[config.mk]
export PLATFORM = sky130hd
export DESIGN_NAME = ext_mem_interface
export DESIGN_NICKNAME = d
export VERILOG_FILES = /design/src/ebus_pkg.sv /design/src/ebus_if.sv /design/src/ebus_seq.sv /design/src/ext_mem_interface.sv
export SDC_FILE = /design/constraint.sdc
export NUM_CORES = 1
export LEC_CHECK = 0
export ABC_AREA = 1
export BUFFER_PORTS_ARGS = -buffer_cell sky130_fd_sc_hd__buf_2
export CAP_MARGIN = 5
export CORE_MARGIN = 2
export CORE_UTILIZATION = 55
export CTS_BUF_LIST = sky130_fd_sc_hd__clkbuf_2 sky130_fd_sc_hd__clkbuf_4 sky130_fd_sc_hd__clkbuf_8
export DETAILED_ROUTE_END_ITERATION = 12
export PLACE_DENSITY = 0.84
export SYNTH_ARGS = -nofsm -noshare
export SYNTH_HDL_FRONTEND = slang
export SYNTH_SLANG_ARGS = --single-unit
[constraint.sdc]
create_clock -name mclk_in -period 2.9 [get_ports mclk_in]
set_input_delay 0.145 -clock mclk_in [delete_from_list [all_inputs] [get_ports mclk_in]]
set_output_delay 0.145 -clock mclk_in [all_outputs]
set_load 0.01 [all_outputs]
[src/ebus_pkg.sv]
package ebus_pkg;
  // register byte offsets on the apb side
  localparam logic [7:0] CTRL_OFF = 8'h00;
  localparam logic [7:0] TPTR_OFF = 8'h04;
  localparam logic [7:0] TLAT_OFF = 8'h08;
  localparam logic [7:0] CMD_OFF  = 8'h0c;
  localparam logic [7:0] STAT_OFF = 8'h10;
  localparam logic [7:0] RDAT_OFF = 8'h14;
  // control register layout and reset value
  localparam int         RELEASE_BIT = 7;
  localparam int         WAIT_LSB    = 4;
  localparam int         WMODE_LSB   = 0;
  localparam logic [7:0] CTRL_RST    = 8'h00;
  localparam logic [7:0] CTRL_WMASK  = 8'hb3;
  // command register bits
  localparam int         CMD_RD_BIT = 0;
  localparam int         CMD_WR_BIT = 1;
  // fuse codes and fuse reset values
  localparam logic [1:0] AW_20   = 2'h0;
  localparam logic [1:0] AW_16   = 2'h1;
  localparam logic [1:0] AW_12   = 2'h2;
  localparam logic [1:0] AW_OFF  = 2'h3;
  localparam logic       DW_RST  = 1'h1;
  localparam logic       WEN_RST = 1'h1;
  // instruction cycle is four master clocks
  localparam int         TCY_CLKS = 4;
  localparam logic [1:0] TCY_LAST = 2'(TCY_CLKS - 1);
  // control port bit positions and masks
  localparam int         CTRL_PIN_LSB = 20;
  localparam int         CP_ALE       = 0;
  localparam int         CP_CS        = 5;
  localparam logic [7:0] CP_ALE_M     = 8'h01;
  localparam logic [7:0] CP_RD_M      = 8'h02;
  localparam logic [7:0] CP_WLO_M     = 8'h04;
  localparam logic [7:0] CP_WHI_M     = 8'h08;
  localparam logic [7:0] CP_BAD_M     = 8'h10;
  localparam logic [7:0] CP_CS_M      = 8'h20;
  localparam logic [7:0] CP_LBE_M     = 8'h40;
  localparam logic [7:0] CP_UBE_M     = 8'h80;
  localparam logic [7:0] CP_STRB_M    = 8'hce;
  localparam logic [7:0] CP_IDLE      = 8'hee;
  // bus cycle phases
  typedef enum logic [4:0] {
    SQ_IDLE = 5'h01,
    SQ_ADDR = 5'h02,
    SQ_STRB = 5'h04,
    SQ_WAIT = 5'h08,
    SQ_DONE = 5'h10
  } seq_state_t;
endpackage : ebus_pkg

[src/ebus_if.sv]
`timescale 1ns/1ns
interface ebus_if;
  logic       tcy_en;
  logic       req;
  logic [1:0] waits;
  logic       ale;
  logic       strobe;
  logic       sample;
  logic       done;
  modport ctl (output tcy_en, req, waits, input ale, strobe, sample, done);
  modport seq (input tcy_en, req, waits, output ale, strobe, sample, done);
endinterface : ebus_if

[src/ebus_seq.sv]
`timescale 1ns/1ns
module ebus_seq (
  // clock and reset
  input wire logic mclk_in,
  input wire logic rstn_in,
  // phase link to the access control
  ebus_if.seq      link
);
  ebus_pkg::seq_state_t state_r;
  ebus_pkg::seq_state_t state_nxt;
  logic [1:0]           wcnt_r;
  logic [1:0]           wcnt_nxt;
  logic [1:0]           wq_r;
  logic [4:0]           strb_len_r;

  // one phase per instruction cycle; waits stretch the strobe phase
  always_comb begin
    state_nxt = state_r;
    wcnt_nxt  = wcnt_r;
    if (link.tcy_en) begin
      case (state_r)
        ebus_pkg::SQ_IDLE: begin
          if (link.req) begin
            state_nxt = ebus_pkg::SQ_ADDR;
            wcnt_nxt  = link.waits;
          end
        end
        ebus_pkg::SQ_ADDR: state_nxt = ebus_pkg::SQ_STRB;
        // RL4 added wait cycles
        ebus_pkg::SQ_STRB: begin
          state_nxt = (wcnt_r == 2'h0) ? ebus_pkg::SQ_DONE : ebus_pkg::SQ_WAIT;
        end
        ebus_pkg::SQ_WAIT: begin
          wcnt_nxt  = wcnt_r - 2'h1;
          state_nxt = (wcnt_r == 2'h1) ? ebus_pkg::SQ_DONE : ebus_pkg::SQ_WAIT;
        end
        ebus_pkg::SQ_DONE: state_nxt = ebus_pkg::SQ_IDLE;
        default:           state_nxt = ebus_pkg::SQ_IDLE;
      endcase
    end
  end

  // phase state
  always_ff @(posedge mclk_in or negedge rstn_in) begin
    if (!rstn_in) begin
      state_r <= ebus_pkg::SQ_IDLE;
      wcnt_r  <= 2'h0;
    end else begin
      state_r <= state_nxt;
      wcnt_r  <= wcnt_nxt;
    end
  end

  // phase flags; sample marks the last clock of the strobe phase
  assign link.ale    = (state_r == ebus_pkg::SQ_ADDR);
  assign link.strobe = (state_r == ebus_pkg::SQ_STRB) | (state_r == ebus_pkg::SQ_WAIT);
  assign link.sample = link.tcy_en & link.strobe & (state_nxt == ebus_pkg::SQ_DONE);
  assign link.done   = link.tcy_en & (state_r == ebus_pkg::SQ_DONE);

  // helper: latched wait count and strobe length for the checks
  always_ff @(posedge mclk_in or negedge rstn_in) begin
    if (!rstn_in) begin
      wq_r       <= 2'h0;
      strb_len_r <= 5'h00;
    end else begin
      if (link.tcy_en & (state_r == ebus_pkg::SQ_IDLE) & link.req) begin
        wq_r <= link.waits;
      end
      strb_len_r <= link.strobe ? strb_len_r + 5'h01 : 5'h00;
    end
  end
endmodule : ebus_seq

[src/ext_mem_interface.sv]
// Added by the designer: the register addresses and the APB interface to the registers.
`timescale 1ns/1ns
// What this block does
// RL1: with release bit clear the bus owns its pins and port I/O is off
// RL2: with release bit set pins are ports; bus takes them only while accessing (this block also takes them during external execution)
// RL3: release bit resets to zero, so bus enabled after reset
// RL4: wait field 11/10/01/00 adds 0/1/2/3 instruction cycles per table access
// RL5: word-write mode, odd pointer: table write pulses the high write strobe
// RL6: word-write mode, even pointer: byte goes to holding latch, no strobe
// RL7: byte-select mode: latch byte on both bytes, high strobe plus one byte enable
// RL8: byte-write mode: latch byte on both bytes, high or low strobe by address
// RL9: write mode field ignored with 8-bit data width
// RL10: with external bus disabled the control register ignores writes
// RL11: fixed width setting picks 16-bit data when set, 8-bit when clear
// RL12: fixed setting picks 20, 16 or 12-bit addressing or bus disabled
// RL13: 16-bit addressing frees the four upper address lines as plain I/O
// RL14: freed high pins ignore the release bit and stay general I/O
// RL15: software should pick address width at least the data width
// RL16: 8 or 16-bit data, up to 20-bit address, multiplexed on shared lines
// RL17: pins: ad 0-7, ad 8-15, address 16-19, then control port
// RL18: control port bits: latch, read, write low/high, byte addr, select, byte enables
// RL19: unused control register bits 6 and 3-2 read zero
// RL20: waits apply only when the wait fuse is set, default three
// RL21: idle bus owned: ad lines float, strobes high, latch and byte addr low
// RL22: chip select low on every access, held high during sleep
// RL23: release set while running externally waits until internal execution
module ext_mem_interface (
  // clock and reset
  input  wire logic        mclk_in,
  input  wire logic        rstn_in,
  // apb slave
  input  wire logic        psel_in,
  input  wire logic        penable_in,
  input  wire logic        pwrite_in,
  input  wire logic [7:0]  paddr_in,
  input  wire logic [31:0] pwdata_in,
  output logic      [31:0] prdata_out,
  output logic             pready_out,
  output logic             pslverr_out,
  // fixed settings and core state
  input  wire logic        bus_width_sel_in,
  input  wire logic [1:0]  addr_width_mode_in,
  input  wire logic        wait_fuse_in,
  input  wire logic        exec_ext_in,
  input  wire logic        sleep_in,
  // port I/O from and to the core
  input  wire logic [27:0] gpio_out_in,
  input  wire logic [27:0] gpio_oe_in,
  output logic      [27:0] gpio_in_out,
  // pads
  input  wire logic [27:0] pad_in,
  output logic      [27:0] pad_out_out,
  output logic      [27:0] pad_oe_out
);
  ebus_if link ();

  logic        fuse_ok_r;
  logic        bus_width_sel_r;
  logic [1:0]  addr_width_mode_r;
  logic        wait_en_r;
  logic [7:0]  ext_bus_control_r;
  logic [20:0] table_pointer_r;
  logic [7:0]  table_latch_byte_r;
  logic [7:0]  hold_r;
  logic [7:0]  rdat_r;
  logic        release_eff_r;
  logic        req_r;
  logic        wr_r;
  logic        odd_r;
  logic [19:0] acc_addr_r;
  logic [15:0] acc_data_r;
  logic [7:0]  acc_strb_r;
  logic [1:0]  div_r;
  logic [27:0] pad_s1_r;
  logic [27:0] pad_s2_r;
  logic [27:0] pad_out_r;
  logic [27:0] pad_oe_r;
  logic [31:0] prdata_r;
  logic        pready_r;
  logic        pslverr_r;
  logic [31:0] rd_val;
  logic        rd_err;

  function automatic logic reg_hit(input logic [7:0] addr, input logic [7:0] off);
    return addr == off;
  endfunction : reg_hit

  // settings are fuses: taken once, the cycle after reset release
  always_ff @(posedge mclk_in or negedge rstn_in) begin
    if (!rstn_in) begin
      fuse_ok_r         <= 1'b0;
      bus_width_sel_r   <= ebus_pkg::DW_RST;
      addr_width_mode_r <= ebus_pkg::AW_OFF;
      wait_en_r         <= ebus_pkg::WEN_RST;
    end else if (!fuse_ok_r) begin
      fuse_ok_r         <= 1'b1;
      // RL11 data width fuse
      bus_width_sel_r   <= bus_width_sel_in;
      // RL12 address width fuse
      addr_width_mode_r <= addr_width_mode_in;
      // RL20 wait enable fuse
      wait_en_r         <= wait_fuse_in;
    end
  end

  // instruction cycle enable divider
  always_ff @(posedge mclk_in or negedge rstn_in) begin
    if (!rstn_in) begin
      div_r <= 2'h0;
    end else begin
      div_r <= (div_r == ebus_pkg::TCY_LAST) ? 2'h0 : div_r + 2'h1;
    end
  end
  assign link.tcy_en = (div_r == ebus_pkg::TCY_LAST);

  // apb decode; writes act only in the access cycle
  wire apb_setup = psel_in & ~penable_in;
  wire apb_take  = psel_in & penable_in & pready_r;
  wire apb_wr    = apb_take & pwrite_in;
  wire wr_ctrl   = apb_wr & reg_hit(paddr_in, ebus_pkg::CTRL_OFF);
  wire wr_tptr   = apb_wr & reg_hit(paddr_in, ebus_pkg::TPTR_OFF);
  wire wr_tlat   = apb_wr & reg_hit(paddr_in, ebus_pkg::TLAT_OFF);
  wire wr_cmd    = apb_wr & reg_hit(paddr_in, ebus_pkg::CMD_OFF);

  // bus mode and access decode
  wire       bus_on  = (addr_width_mode_r != ebus_pkg::AW_OFF);
  wire [1:0] wmd     = ext_bus_control_r[ebus_pkg::WMODE_LSB +: 2];
  wire       odd     = table_pointer_r[0];
  // RL9 write modes only with wide data
  wire       word_wr = bus_width_sel_r & wmd[1];
  wire       bsel_wr = bus_width_sel_r & (wmd == 2'h1);
  wire       bwr_wr  = bus_width_sel_r & (wmd == 2'h0);
  wire       idle_ok = bus_on & ~req_r;
  wire       go_rd   = idle_ok & wr_cmd & pwdata_in[ebus_pkg::CMD_RD_BIT];
  wire       want_wr = idle_ok & wr_cmd & ~pwdata_in[ebus_pkg::CMD_RD_BIT]
                       & pwdata_in[ebus_pkg::CMD_WR_BIT];
  // RL6 even word write only loads the holding latch
  wire       hold_ld = want_wr & word_wr & ~odd;
  wire       go_wr   = want_wr & ~hold_ld;

  // RL16 address follows pointer, word address in wide mode
  wire [19:0] bus_addr = bus_width_sel_r ? table_pointer_r[20:1] : table_pointer_r[19:0];
  wire [15:0] bus_data = word_wr ? {table_latch_byte_r, hold_r}
                                 : {table_latch_byte_r, table_latch_byte_r};
  // RL22 select active during access
  wire [7:0]  acc_base = (ebus_pkg::CP_IDLE & ~ebus_pkg::CP_CS_M)
                         | (odd ? ebus_pkg::CP_BAD_M : 8'h00);
  // RL5 word write uses high strobe
  wire [7:0]  low_word = ebus_pkg::CP_WHI_M;
  // RL7 byte select: high strobe plus byte enable
  wire [7:0]  low_bsel = ebus_pkg::CP_WHI_M | (odd ? ebus_pkg::CP_UBE_M : ebus_pkg::CP_LBE_M);
  // RL8 byte write: strobe by addressed byte
  wire [7:0]  low_bwr  = odd ? ebus_pkg::CP_WHI_M : ebus_pkg::CP_WLO_M;
  wire [7:0]  low_wr   = word_wr ? low_word : bsel_wr ? low_bsel
                       : bwr_wr ? low_bwr : ebus_pkg::CP_WLO_M;
  wire [7:0]  low_m    = go_rd ? ebus_pkg::CP_RD_M : low_wr;
  // RL4 wait field inverted gives the added cycles
  wire [1:0]  wait_fld = ext_bus_control_r[ebus_pkg::WAIT_LSB +: 2];
  // RL20 waits gated by the fuse
  assign link.waits = wait_en_r ? ~wait_fld : 2'h0;
  assign link.req   = req_r;

  // access request and latched access parameters
  always_ff @(posedge mclk_in or negedge rstn_in) begin
    if (!rstn_in) begin
      req_r      <= 1'b0;
      wr_r       <= 1'b0;
      odd_r      <= 1'b0;
      acc_addr_r <= 20'h00000;
      acc_data_r <= 16'h0000;
      acc_strb_r <= ebus_pkg::CP_IDLE;
    end else if (go_rd | go_wr) begin
      req_r      <= 1'b1;
      wr_r       <= go_wr;
      odd_r      <= odd;
      acc_addr_r <= bus_addr;
      acc_data_r <= bus_data;
      acc_strb_r <= acc_base & ~low_m;
    end else if (link.done) begin
      req_r      <= 1'b0;
    end
  end

  // software registers
  always_ff @(posedge mclk_in or negedge rstn_in) begin
    if (!rstn_in) begin
      // RL3 release bit and fields reset to zero
      ext_bus_control_r  <= ebus_pkg::CTRL_RST;
      table_pointer_r    <= 21'h000000;
      table_latch_byte_r <= 8'h00;
      hold_r             <= 8'h00;
    end else begin
      // RL10 writes dropped when the bus is disabled
      if (wr_ctrl & bus_on) begin
        // RL19 unused bits kept zero
        ext_bus_control_r <= pwdata_in[7:0] & ebus_pkg::CTRL_WMASK;
      end
      if (wr_tptr & ~req_r) begin
        table_pointer_r <= pwdata_in[20:0];
      end
      if (wr_tlat & ~req_r) begin
        table_latch_byte_r <= pwdata_in[7:0];
      end
      if (hold_ld) begin
        hold_r <= table_latch_byte_r;
      end
    end
  end

  // RL23 release change waits while the core runs from outside
  always_ff @(posedge mclk_in or negedge rstn_in) begin
    if (!rstn_in) begin
      release_eff_r <= 1'b0;
    end else if (!exec_ext_in) begin
      release_eff_r <= ext_bus_control_r[ebus_pkg::RELEASE_BIT];
    end
  end

  // RL1 bus holds pins when release is clear
  // RL2 released pins return to the bus only for an access or during external execution
  wire        owned = bus_on & (~release_eff_r | exec_ext_in | req_r);
  // RL13 narrower address drops the high lines
  wire [19:0] lm    = {(addr_width_mode_r == ebus_pkg::AW_20) ? 4'hf : 4'h0,
                       (addr_width_mode_r != ebus_pkg::AW_12) ? 4'hf : 4'h0, 12'hfff};
  // RL11 data lines by width
  wire [15:0] dm    = bus_width_sel_r ? 16'hffff : 16'h00ff;
  // RL21 address lines float outside the address and strobe phases
  wire [19:0] aoe   = link.ale ? lm : link.strobe ? (lm & {4'hf, ~dm}) : 20'h00000;
  wire [19:0] doe   = (link.strobe & wr_r) ? (lm & {4'h0, dm}) : 20'h00000;
  wire [19:0] bus_v = (acc_addr_r & aoe) | ({4'h0, acc_data_r} & doe);
  // RL18 control port pattern per phase
  wire [7:0]  ctl_a = link.ale ? (acc_strb_r | ebus_pkg::CP_STRB_M | ebus_pkg::CP_ALE_M)
                    : link.strobe ? acc_strb_r : ebus_pkg::CP_IDLE;
  // RL22 select forced high in sleep
  wire [7:0]  ctl_v = sleep_in ? (ctl_a | ebus_pkg::CP_CS_M) : ctl_a;
  // RL14 pins outside the bus mask stay with the ports
  wire [27:0] own   = owned ? {8'hff, lm} : 28'h0000000;
  // RL17 pin order: ad low, ad high, upper address, control
  wire [27:0] pad_o = (own & {ctl_v, bus_v}) | (~own & gpio_out_in);
  wire [27:0] pad_e = (own & {8'hff, aoe | doe}) | (~own & gpio_oe_in);

  // pad drive registers and input synchroniser
  always_ff @(posedge mclk_in or negedge rstn_in) begin
    if (!rstn_in) begin
      pad_out_r <= 28'h0000000;
      pad_oe_r  <= 28'h0000000;
      pad_s1_r  <= 28'h0000000;
      pad_s2_r  <= 28'h0000000;
    end else begin
      pad_out_r <= pad_o;
      pad_oe_r  <= pad_e;
      pad_s1_r  <= pad_in;
      pad_s2_r  <= pad_s1_r;
    end
  end

  // read data taken at the end of the strobe phase
  always_ff @(posedge mclk_in or negedge rstn_in) begin
    if (!rstn_in) begin
      rdat_r <= 8'h00;
    end else if (link.sample & ~wr_r) begin
      rdat_r <= (bus_width_sel_r & odd_r) ? pad_s2_r[15:8] : pad_s2_r[7:0];
    end
  end

  // read mux; unmapped offsets answer with an error
  always_comb begin
    rd_val = 32'h00000000;
    rd_err = 1'b0;
    case (paddr_in)
      ebus_pkg::CTRL_OFF: rd_val = {24'h000000, ext_bus_control_r};
      ebus_pkg::TPTR_OFF: rd_val = {11'h000, table_pointer_r};
      ebus_pkg::TLAT_OFF: rd_val = {24'h000000, table_latch_byte_r};
      ebus_pkg::CMD_OFF:  rd_val = 32'h00000000;
      ebus_pkg::STAT_OFF: rd_val = {25'h0000000, wait_en_r, addr_width_mode_r,
                                    bus_width_sel_r, release_eff_r, owned, req_r};
      ebus_pkg::RDAT_OFF: rd_val = {24'h000000, rdat_r};
      default:            rd_err = 1'b1;
    endcase
  end

  // apb answer: ready in the cycle after setup, one wait-free access
  always_ff @(posedge mclk_in or negedge rstn_in) begin
    if (!rstn_in) begin
      pready_r  <= 1'b0;
      pslverr_r <= 1'b0;
      prdata_r  <= 32'h00000000;
    end else if (apb_setup) begin
      pready_r  <= 1'b1;
      pslverr_r <= rd_err;
      prdata_r  <= pwrite_in ? 32'h00000000 : rd_val;
    end else if (apb_take) begin
      pready_r  <= 1'b0;
      pslverr_r <= 1'b0;
    end
  end

  assign prdata_out  = prdata_r;
  assign pready_out  = pready_r;
  assign pslverr_out = pslverr_r;
  assign pad_out_out = pad_out_r;
  assign pad_oe_out  = pad_oe_r;
  assign gpio_in_out = pad_s2_r;

  ebus_seq u_seq (
    .mclk_in (mclk_in),
    .rstn_in (rstn_in),
    .link    (link)
  );
endmodule : ext_mem_interface

==> Yosys cells after proc, flatten, opt, wreduce, memory -nomap -nowiden <==
Index checks and enable logic that the tools add are counted.
{ "totals": {"output_inout_bits": 118, "wordCells": 148, "inputBits": 135, "reg_bits": 258} }
{ "classes": {"n_bitwise": 57, "mux": 37, "reduce_logical": 9, "add_sub_neg": 2, "n_eq_ne": 17} }
{ "ops": {"columns": ["cell", "n"], "rows": [
  ["$and 28x28->28", 4],
  ["$pmux 21 s5", 1],
  ["$mux 20", 4],
  ["$mux 8", 8],
  ["$or 28x28->28", 2],
  ["$and 20x20->20", 2],
  ["$or 20x20->20", 2],
  ["$mux 32", 1],
  ["$and 1x1->1", 29],
  ["$mux 28", 1],
  ["$not 28->28", 1],
  ["$mux 5", 5],
  ["$and 16x20->20", 1],
  ["$and 20x16->20", 1],
  ["$pmux 5 s4", 1],
  ["$eq 8x4->1 const B", 2],
  ["$eq 8x5->1 const B", 2],
  ["$mux 16", 1],
  ["$mux 4", 4],
  ["$not 16->16", 1],
  ["$eq 5x5->1 const B", 2],
  ["$and 8x8->8", 1],
  ["$eq 8x3->1 const B", 1],
  ["$logic_not 8->1", 1],
  ["other kinds (21)", 44]
]} }

==> Logic depth before layout (Yosys ltp) <==
{ "depth": {"word_depth": 13, "ltp_mapped": 11, "depth_no_buf": 9} }

==> Hierarchy <==
A second synthesis with hierarchy kept.
{ "unflattened": {"hier_cells": 1049, "hier_area_um2": 9914.5} }
{ "modules_own_cells": {"columns": ["module", "area_per_inst_um2", "instances", "cells_per_inst"], "rows": [
  ["ext_mem_interface", 9384.0, 1, 975],
  ["ebus_seq", 530.5, 1, 74]
]} }

==> Worst setup path before layout <==
OpenSTA, ideal clock, no wires.
{ "synth_path": {"kind": "register -> register", "start": "register bus_width_sel_r", "end": "register acc_data_r[12]", "path_stages_with_launch": 11, "synth_period_minus_slack_ns": 1.629, "path_buffers": 3, "setup_slack_ns": 1.271, "t_arrival_ns": 1.512, "setup_time_ns": 0.117, "required_ns": 2.783, "path_cell_list": "dfstp_2 buf_4 nand2_2 nor2_1 inv_1 nand3_4 nand2_2 buf_6 buf_6 nand2_1 nand2_1"} }
{ "synth_between": {"elab_chain_len": 6} }
{ "synth_lines": {"columns": ["item", "line_no", "rtl"], "rows": [
  ["start, declared", "ext_mem_interface.sv:58", "logic bus_width_sel_r;"],
  ["start signal, assigned", "ext_mem_interface.sv:92", "bus_width_sel_r <= ebus_pkg::DW_RST;"],
  ["start signal, assigned", "ext_mem_interface.sv:98", "bus_width_sel_r <= bus_width_sel_in;"],
  ["$and 1x1->1", "ext_mem_interface.sv:130", "wire word_wr = bus_width_sel_r & wmd[1];"],
  ["$and 1x1->1 (2 in series)", "ext_mem_interface.sv:138", "wire hold_ld = want_wr & word_wr & ~odd;"],
  ["$not 1->1", "ext_mem_interface.sv:139", "wire go_wr = want_wr & ~hold_ld;"],
  ["$and 1x1->1", "ext_mem_interface.sv:139", null],
  ["$or 1x1->1", "ext_mem_interface.sv:172", "end else if (go_rd | go_wr) begin"],
  ["end signal, assigned", "ext_mem_interface.sv:177", "acc_data_r <= bus_data;"],
  ["end, declared", "ext_mem_interface.sv:71", "logic [15:0] acc_data_r;"]
]} }
Every way passes these cells.
A chain may end at the register's enable or synchronous reset.

==> Final worst setup path <==
{ "layout_path": {"start": "register u_seq.state_r[0]", "end": "register pad_out_r[25] (netlist: pad_out_out[25])"} }
{ "layout_between": {"elab_chain_len": 7} }
{ "layout_lines": {"columns": ["item", "line_no", "rtl"], "rows": [
  ["start, declared", "ebus_seq.sv:9", "ebus_pkg::seq_state_t state_r;"],
  ["start signal, assigned", "ebus_seq.sv:46", "state_r <= ebus_pkg::SQ_IDLE;"],
  ["start signal, assigned", "ebus_seq.sv:49", "state_r <= state_nxt;"],
  ["$eq 5x3->1 or $eq 5x4->1 (tied branches)", "ebus_seq.sv:56", "assign link.strobe = (state_r == ebus_pkg::SQ_STRB) | (state_r == ebus_pkg::SQ_WAIT);"],
  ["$or 1x1->1", "ebus_seq.sv:56", null],
  ["$mux 8", "ext_mem_interface.sv:233", ": link.strobe ? acc_strb_r : ebus_pkg::CP_IDLE;"],
  ["$mux 8 *", "ext_mem_interface.sv:232", "wire [7:0] ctl_a = link.ale ? (acc_strb_r | ebus_pkg::CP_STRB_M | ebus_pkg::CP_ALE_M)"],
  ["$mux 6 *", "ext_mem_interface.sv:235", "wire [7:0] ctl_v = sleep_in ? (ctl_a | ebus_pkg::CP_CS_M) : ctl_a;"],
  ["$and 28x28->28 *", "ext_mem_interface.sv:239", "wire [27:0] pad_o = (own & {ctl_v, bus_v}) | (~own & gpio_out_in);"],
  ["$or 28x28->28 *", "ext_mem_interface.sv:239", null],
  ["net pad_o[25]", "ext_mem_interface.sv:239", null],
  ["end signal, assigned", "ext_mem_interface.sv:250", "pad_out_r <= pad_o;"],
  ["end, declared", "ext_mem_interface.sv:76", "logic [27:0] pad_out_r;"]
]} }
The timed path passes the listed nets; every way through them passes the cells marked *.

==> results.sh <==
export IMPL_grt_use_total_pct=29.62
export IMPL_placeableCoreArea_um2=17360
export IMPL_holdCritPathClass="input pin to register"
export IMPL_maxSlewViolCount=0
export IMPL_vias=8577
export IMPL_final_setup_skew_ns=0.01779
export IMPL_endpoint_kind="register"
export IMPL_worst_path_largest_cell_delay_ns=0.56
export IMPL_yosysUniqueCellTypes=33
export IMPL_filler_cell_count=1153
export IMPL_timing_critical_path_from_type="register"
export IMPL_timing_final_crit_share_pct=83.87
export IMPL_grt_start_max_net_pins=78
export IMPL_post_dp_hpwl_um=16800
export IMPL_outcome="completed"
export IMPL_io_pins=253
export IMPL_gp_congestion=0.9253
export IMPL_layout_cells_most_common_list="340 x sky130_fd_sc_hd__nand2_1, 234 x sky130_fd_sc_hd__dfrtp_1, 229 x sky130_fd_sc_hd__buf_2"
export IMPL_first_global_vias=8613
export IMPL_global_route_wire_length_before_repair_um=42970
export IMPL_cts_htree_levels=2
export IMPL_synth_compound_gate_area_share_pct=6.833
export IMPL_power_per_cell_area_nw_per_um2=620.3
export IMPL_layout_commonest_cell="sky130_fd_sc_hd__nand2_1"
export IMPL_timing_worst_slew_pin_value_ns=0.7678
export IMPL_floorplan_initialDensity_pct=56.44
export IMPL_clk_buf_depth=3
export IMPL_p_seq_share_pct=47.1
export IMPL_yosysTopAreaCell="sky130_fd_sc_hd__dfrtp_1"
export IMPL_static_leakage_power_nw=6.965
export IMPL_synthSimpleGateAreaFrac_pct=21.00
export IMPL_port_buffers=230
export IMPL_final_layout_size_suffix_gt1_share_pct=27.23
export IMPL_stdcell_count=1624
export IMPL_core_rowCount=48
export IMPL_power_report_internal_total_mw=6.017
export IMPL_clockRootBuffer="sky130_fd_sc_hd__clkbuf_8"
export IMPL_total_buffers_and_inverters_traversed_by_the_critical_path=2
export IMPL_synthMuxAreaShare_pct=3.448
export IMPL_combinational_family_with_the_most_area_after_synthesis="simple AND/OR/NAND/NOR gates"
export IMPL_critical_path_most_common_cell="sky130_fd_sc_hd__nand3_1"
export IMPL_xor_xnor_fraction_of_synth_area_pct=0
export IMPL_design_die_area_um2=18900
export IMPL_max_clock_freq_mhz=411.2
export IMPL_vias_per_cell=5.281
export IMPL_die_w_um=137.5
export IMPL_diodes=0
export IMPL_critPathRequiredTime_ns=3.35
export IMPL_drtIter0Drc=771
export IMPL_dieHeight_um=137.5
export IMPL_critPathTopFamily="buffers and inverters"
export IMPL_post_synth_fa_ha_maj_area_fraction_pct=0.3831
export IMPL_cts_inserted_buffers=40
export IMPL_maxCapViolations=0
export IMPL_cts_tree="yes"
export IMPL_critical_path_peak_fanout=11
export IMPL_route_final_wire_length_um=27430
export IMPL_place_detailed_instances=1438
export IMPL_cts_sink_count=245
export IMPL_timing_final_ws_setup_ns=0.4678
export IMPL_netlist_area_um2=9797
export IMPL_report_final_setup_viol=0
export IMPL_synth_instances=1007
export IMPL_clk_insertion_delay_late_ns=0.53
export IMPL_synth_top_area_share_pct=59.77
export IMPL_slew_headroom_pct=48.76
export IMPL_preCtsSetupSlack_ns=0.6059
export IMPL_antenna_found_initial=0
export IMPL_number_of_nets_still_failing_antenna_checks_after_routing=0
export IMPL_timing_critical_path_arrival_ns=2.88
export IMPL_fin_util_pct=75.74
export IMPL_power_share_clock_pct=39.2
export IMPL_drc=0
export IMPL_cts_reportedPaths_clkPinSlew_ns=0.06
export IMPL_post_route_minimum_period_ns=2.432
export IMPL_crit_path_cell_trace="nor2_1 > nand3_1 > nand3_1 > buf_4 > a21oi_1 > dlygate4sd3_1"
export IMPL_largest_cells_by_area_after_synthesis="sky130_fd_sc_hd__dfrtp_1 60%, sky130_fd_sc_hd__nand2_1 13%, sky130_fd_sc_hd__mux2_2 3.4%"
export IMPL_final_net_count=1507
export IMPL_final_hold_viol_count=0
export IMPL_synthToLayoutAreaGrowth_pct=34.18
export IMPL_syn_area_per_cell_um2=9.729
export IMPL_drtPass1Iterations=8
export IMPL_critical_path_class="register to register"
export IMPL_yosysWarnings=0
export IMPL_power_switching_mw=2.137
export IMPL_postSynthRegisterBits=245
export IMPL_switching_share_pct=26.21
export IMPL_rsz0062_at_grt="false"
export IMPL_crit_slowest_cell="sky130_fd_sc_hd__dfstp_2"
export IMPL_grt_ovfl_total=0
export IMPL_detail_route_wl_per_cell_um=16.89
export IMPL_finalSetupTns_ns=0
export IMPL_share_comb_of_total_power_pct=13.8
export IMPL_ir_drop_mv=0.4381
export IMPL_yosysSeqAreaShare_pct=62.72
per-stage QoR:
| stage | cell area [um2] | total power [mW] | hold WS [ns] |
|---|---|---|---|
| floorplan | 9834 | 4.374 | -0.1506 |
| global placement | 11130 | 4.804 | 0.1541 |
| detailed placement | 11130 | 4.851 | 0.1632 |
| CTS | 13150 | 8.157 | 0.01957 |
| global route | 13150 | 8.539 | 0.08239 |
| finish | 13150 | 8.154 | 0.07041 |
area by class of cell:
class | count | area, um2 | area share [%]
flip-flops and latches | 245 | 6145 | 46.74
multi-input cells | 649 | 3147 | 23.94
repair buffers | 357 | 2412 | 18.35
clock buffers | 67 | 822.0 | 6.254
inverters | 76 | 285.3 | 2.170
well taps | 225 | 281.5 | 2.142
clock inverters | 5 | 52.55 | 0.3998
registers in the layout (all words and copies together), names as in the netlist, 5 cells and up:
signal,count
acc_data_r,16
pad_out_out,28
acc_strb_r,7
hold_r,8
table_latch_byte_r,8
u_seq.state_r,5
ext_bus_control_r,5
prdata_out,21
pad_s1_r,28
table_pointer_r,21
pad_oe_out,28
gpio_in_out,28
rdat_r,8
acc_addr_r,20
synth_stat cells, drive strengths merged:
| master | instances |
|---|---|
| a31oi | 3 |
| nand2 | 344 |
| o21ai | 65 |
| dfstp | 11 |
| clkinv | 1 |
| conb | 2 |
| ha | 3 |
| nand3b | 1 |
| nand4 | 23 |
| dfrtp | 234 |
| a21oi | 22 |
| a32o | 13 |
| mux2 | 30 |
| buf | 28 |
| nand3 | 57 |
| nor2 | 53 |
| o22ai | 1 |
| nor3 | 2 |
| clkbuf | 19 |
| or2 | 10 |
| o31ai | 2 |
| inv | 75 |
| o211ai | 8 |
power by group through the flow:
stage               logic (mW)  clock network [mW]  registers, mW
floorplan                0.429                   0           3.94
global placement         0.935                   0           3.87
detailed placement       0.968                   0           3.88
CTS                       1.09                3.24           3.82
global route              1.26                3.42           3.86
finish                    1.12                3.19           3.84
logic make-up (layout without fill, tap and decap cells):
group,after synthesis,count (layout)
and+or+nand+nor,490,490
DFF,245,245
buffers and inverters,123,505
AOI/OAI and AO/OA,114,114
muxes,30,30
adders and majority gates,3,3
other,2,12
tightest hold or removal path: stages:
cell	delay, ns
sky130_fd_sc_hd__buf_2	0.09
sky130_fd_sc_hd__inv_1	0.03
sky130_fd_sc_hd__nand2_1	0.09
sky130_fd_sc_hd__nor2_1	0.09
sky130_fd_sc_hd__nand2_1	0.07
sky130_fd_sc_hd__nand2_1	0.04
layer usage:
layer / part of all wire (%) / up-vias / global-route usage (%)
li1: - / 3947 / -
met4: 2.3 / 0 / 9.966
met3: 8.7 / 58 / 6.475
met2: 48 / 447 / 48.70
met1: 41 / 4125 / 39.34
met5: 0 / - / 0
worst paths after layout:
| path | to | start | cells past startpoint | slack (ns) |
|---|---|---|---|---|
| worst min register to register | gpio_in_out[25] | pad_s1_r[25] | 0 | 0.35 |
| max in group asynchronous | pad_oe_out[17] | rstn_in | 3 | 1.79 |
| worst max-delay path | pad_out_out[25] | u_seq.state_r[0] | 6 | 0.47 |
| min in group asynchronous | gpio_in_out[18] | rstn_in | 2 | 0.19 |
| worst min-delay path | prdata_out[2] | pwrite_in | 6 | 0.07 |
| worst max register to register | pad_out_out[25] | u_seq.state_r[0] | 6 | 0.47 |
repair_timing:
action | 4_1_cts | 5_1_grt
hold endpoints to repair | 196 | 0
buffers inserted | 0 | 0
resized for setup | 0 | 0
hold buffers | 114 | 0
No activity file was read; power rests on OpenSTA's default activity.
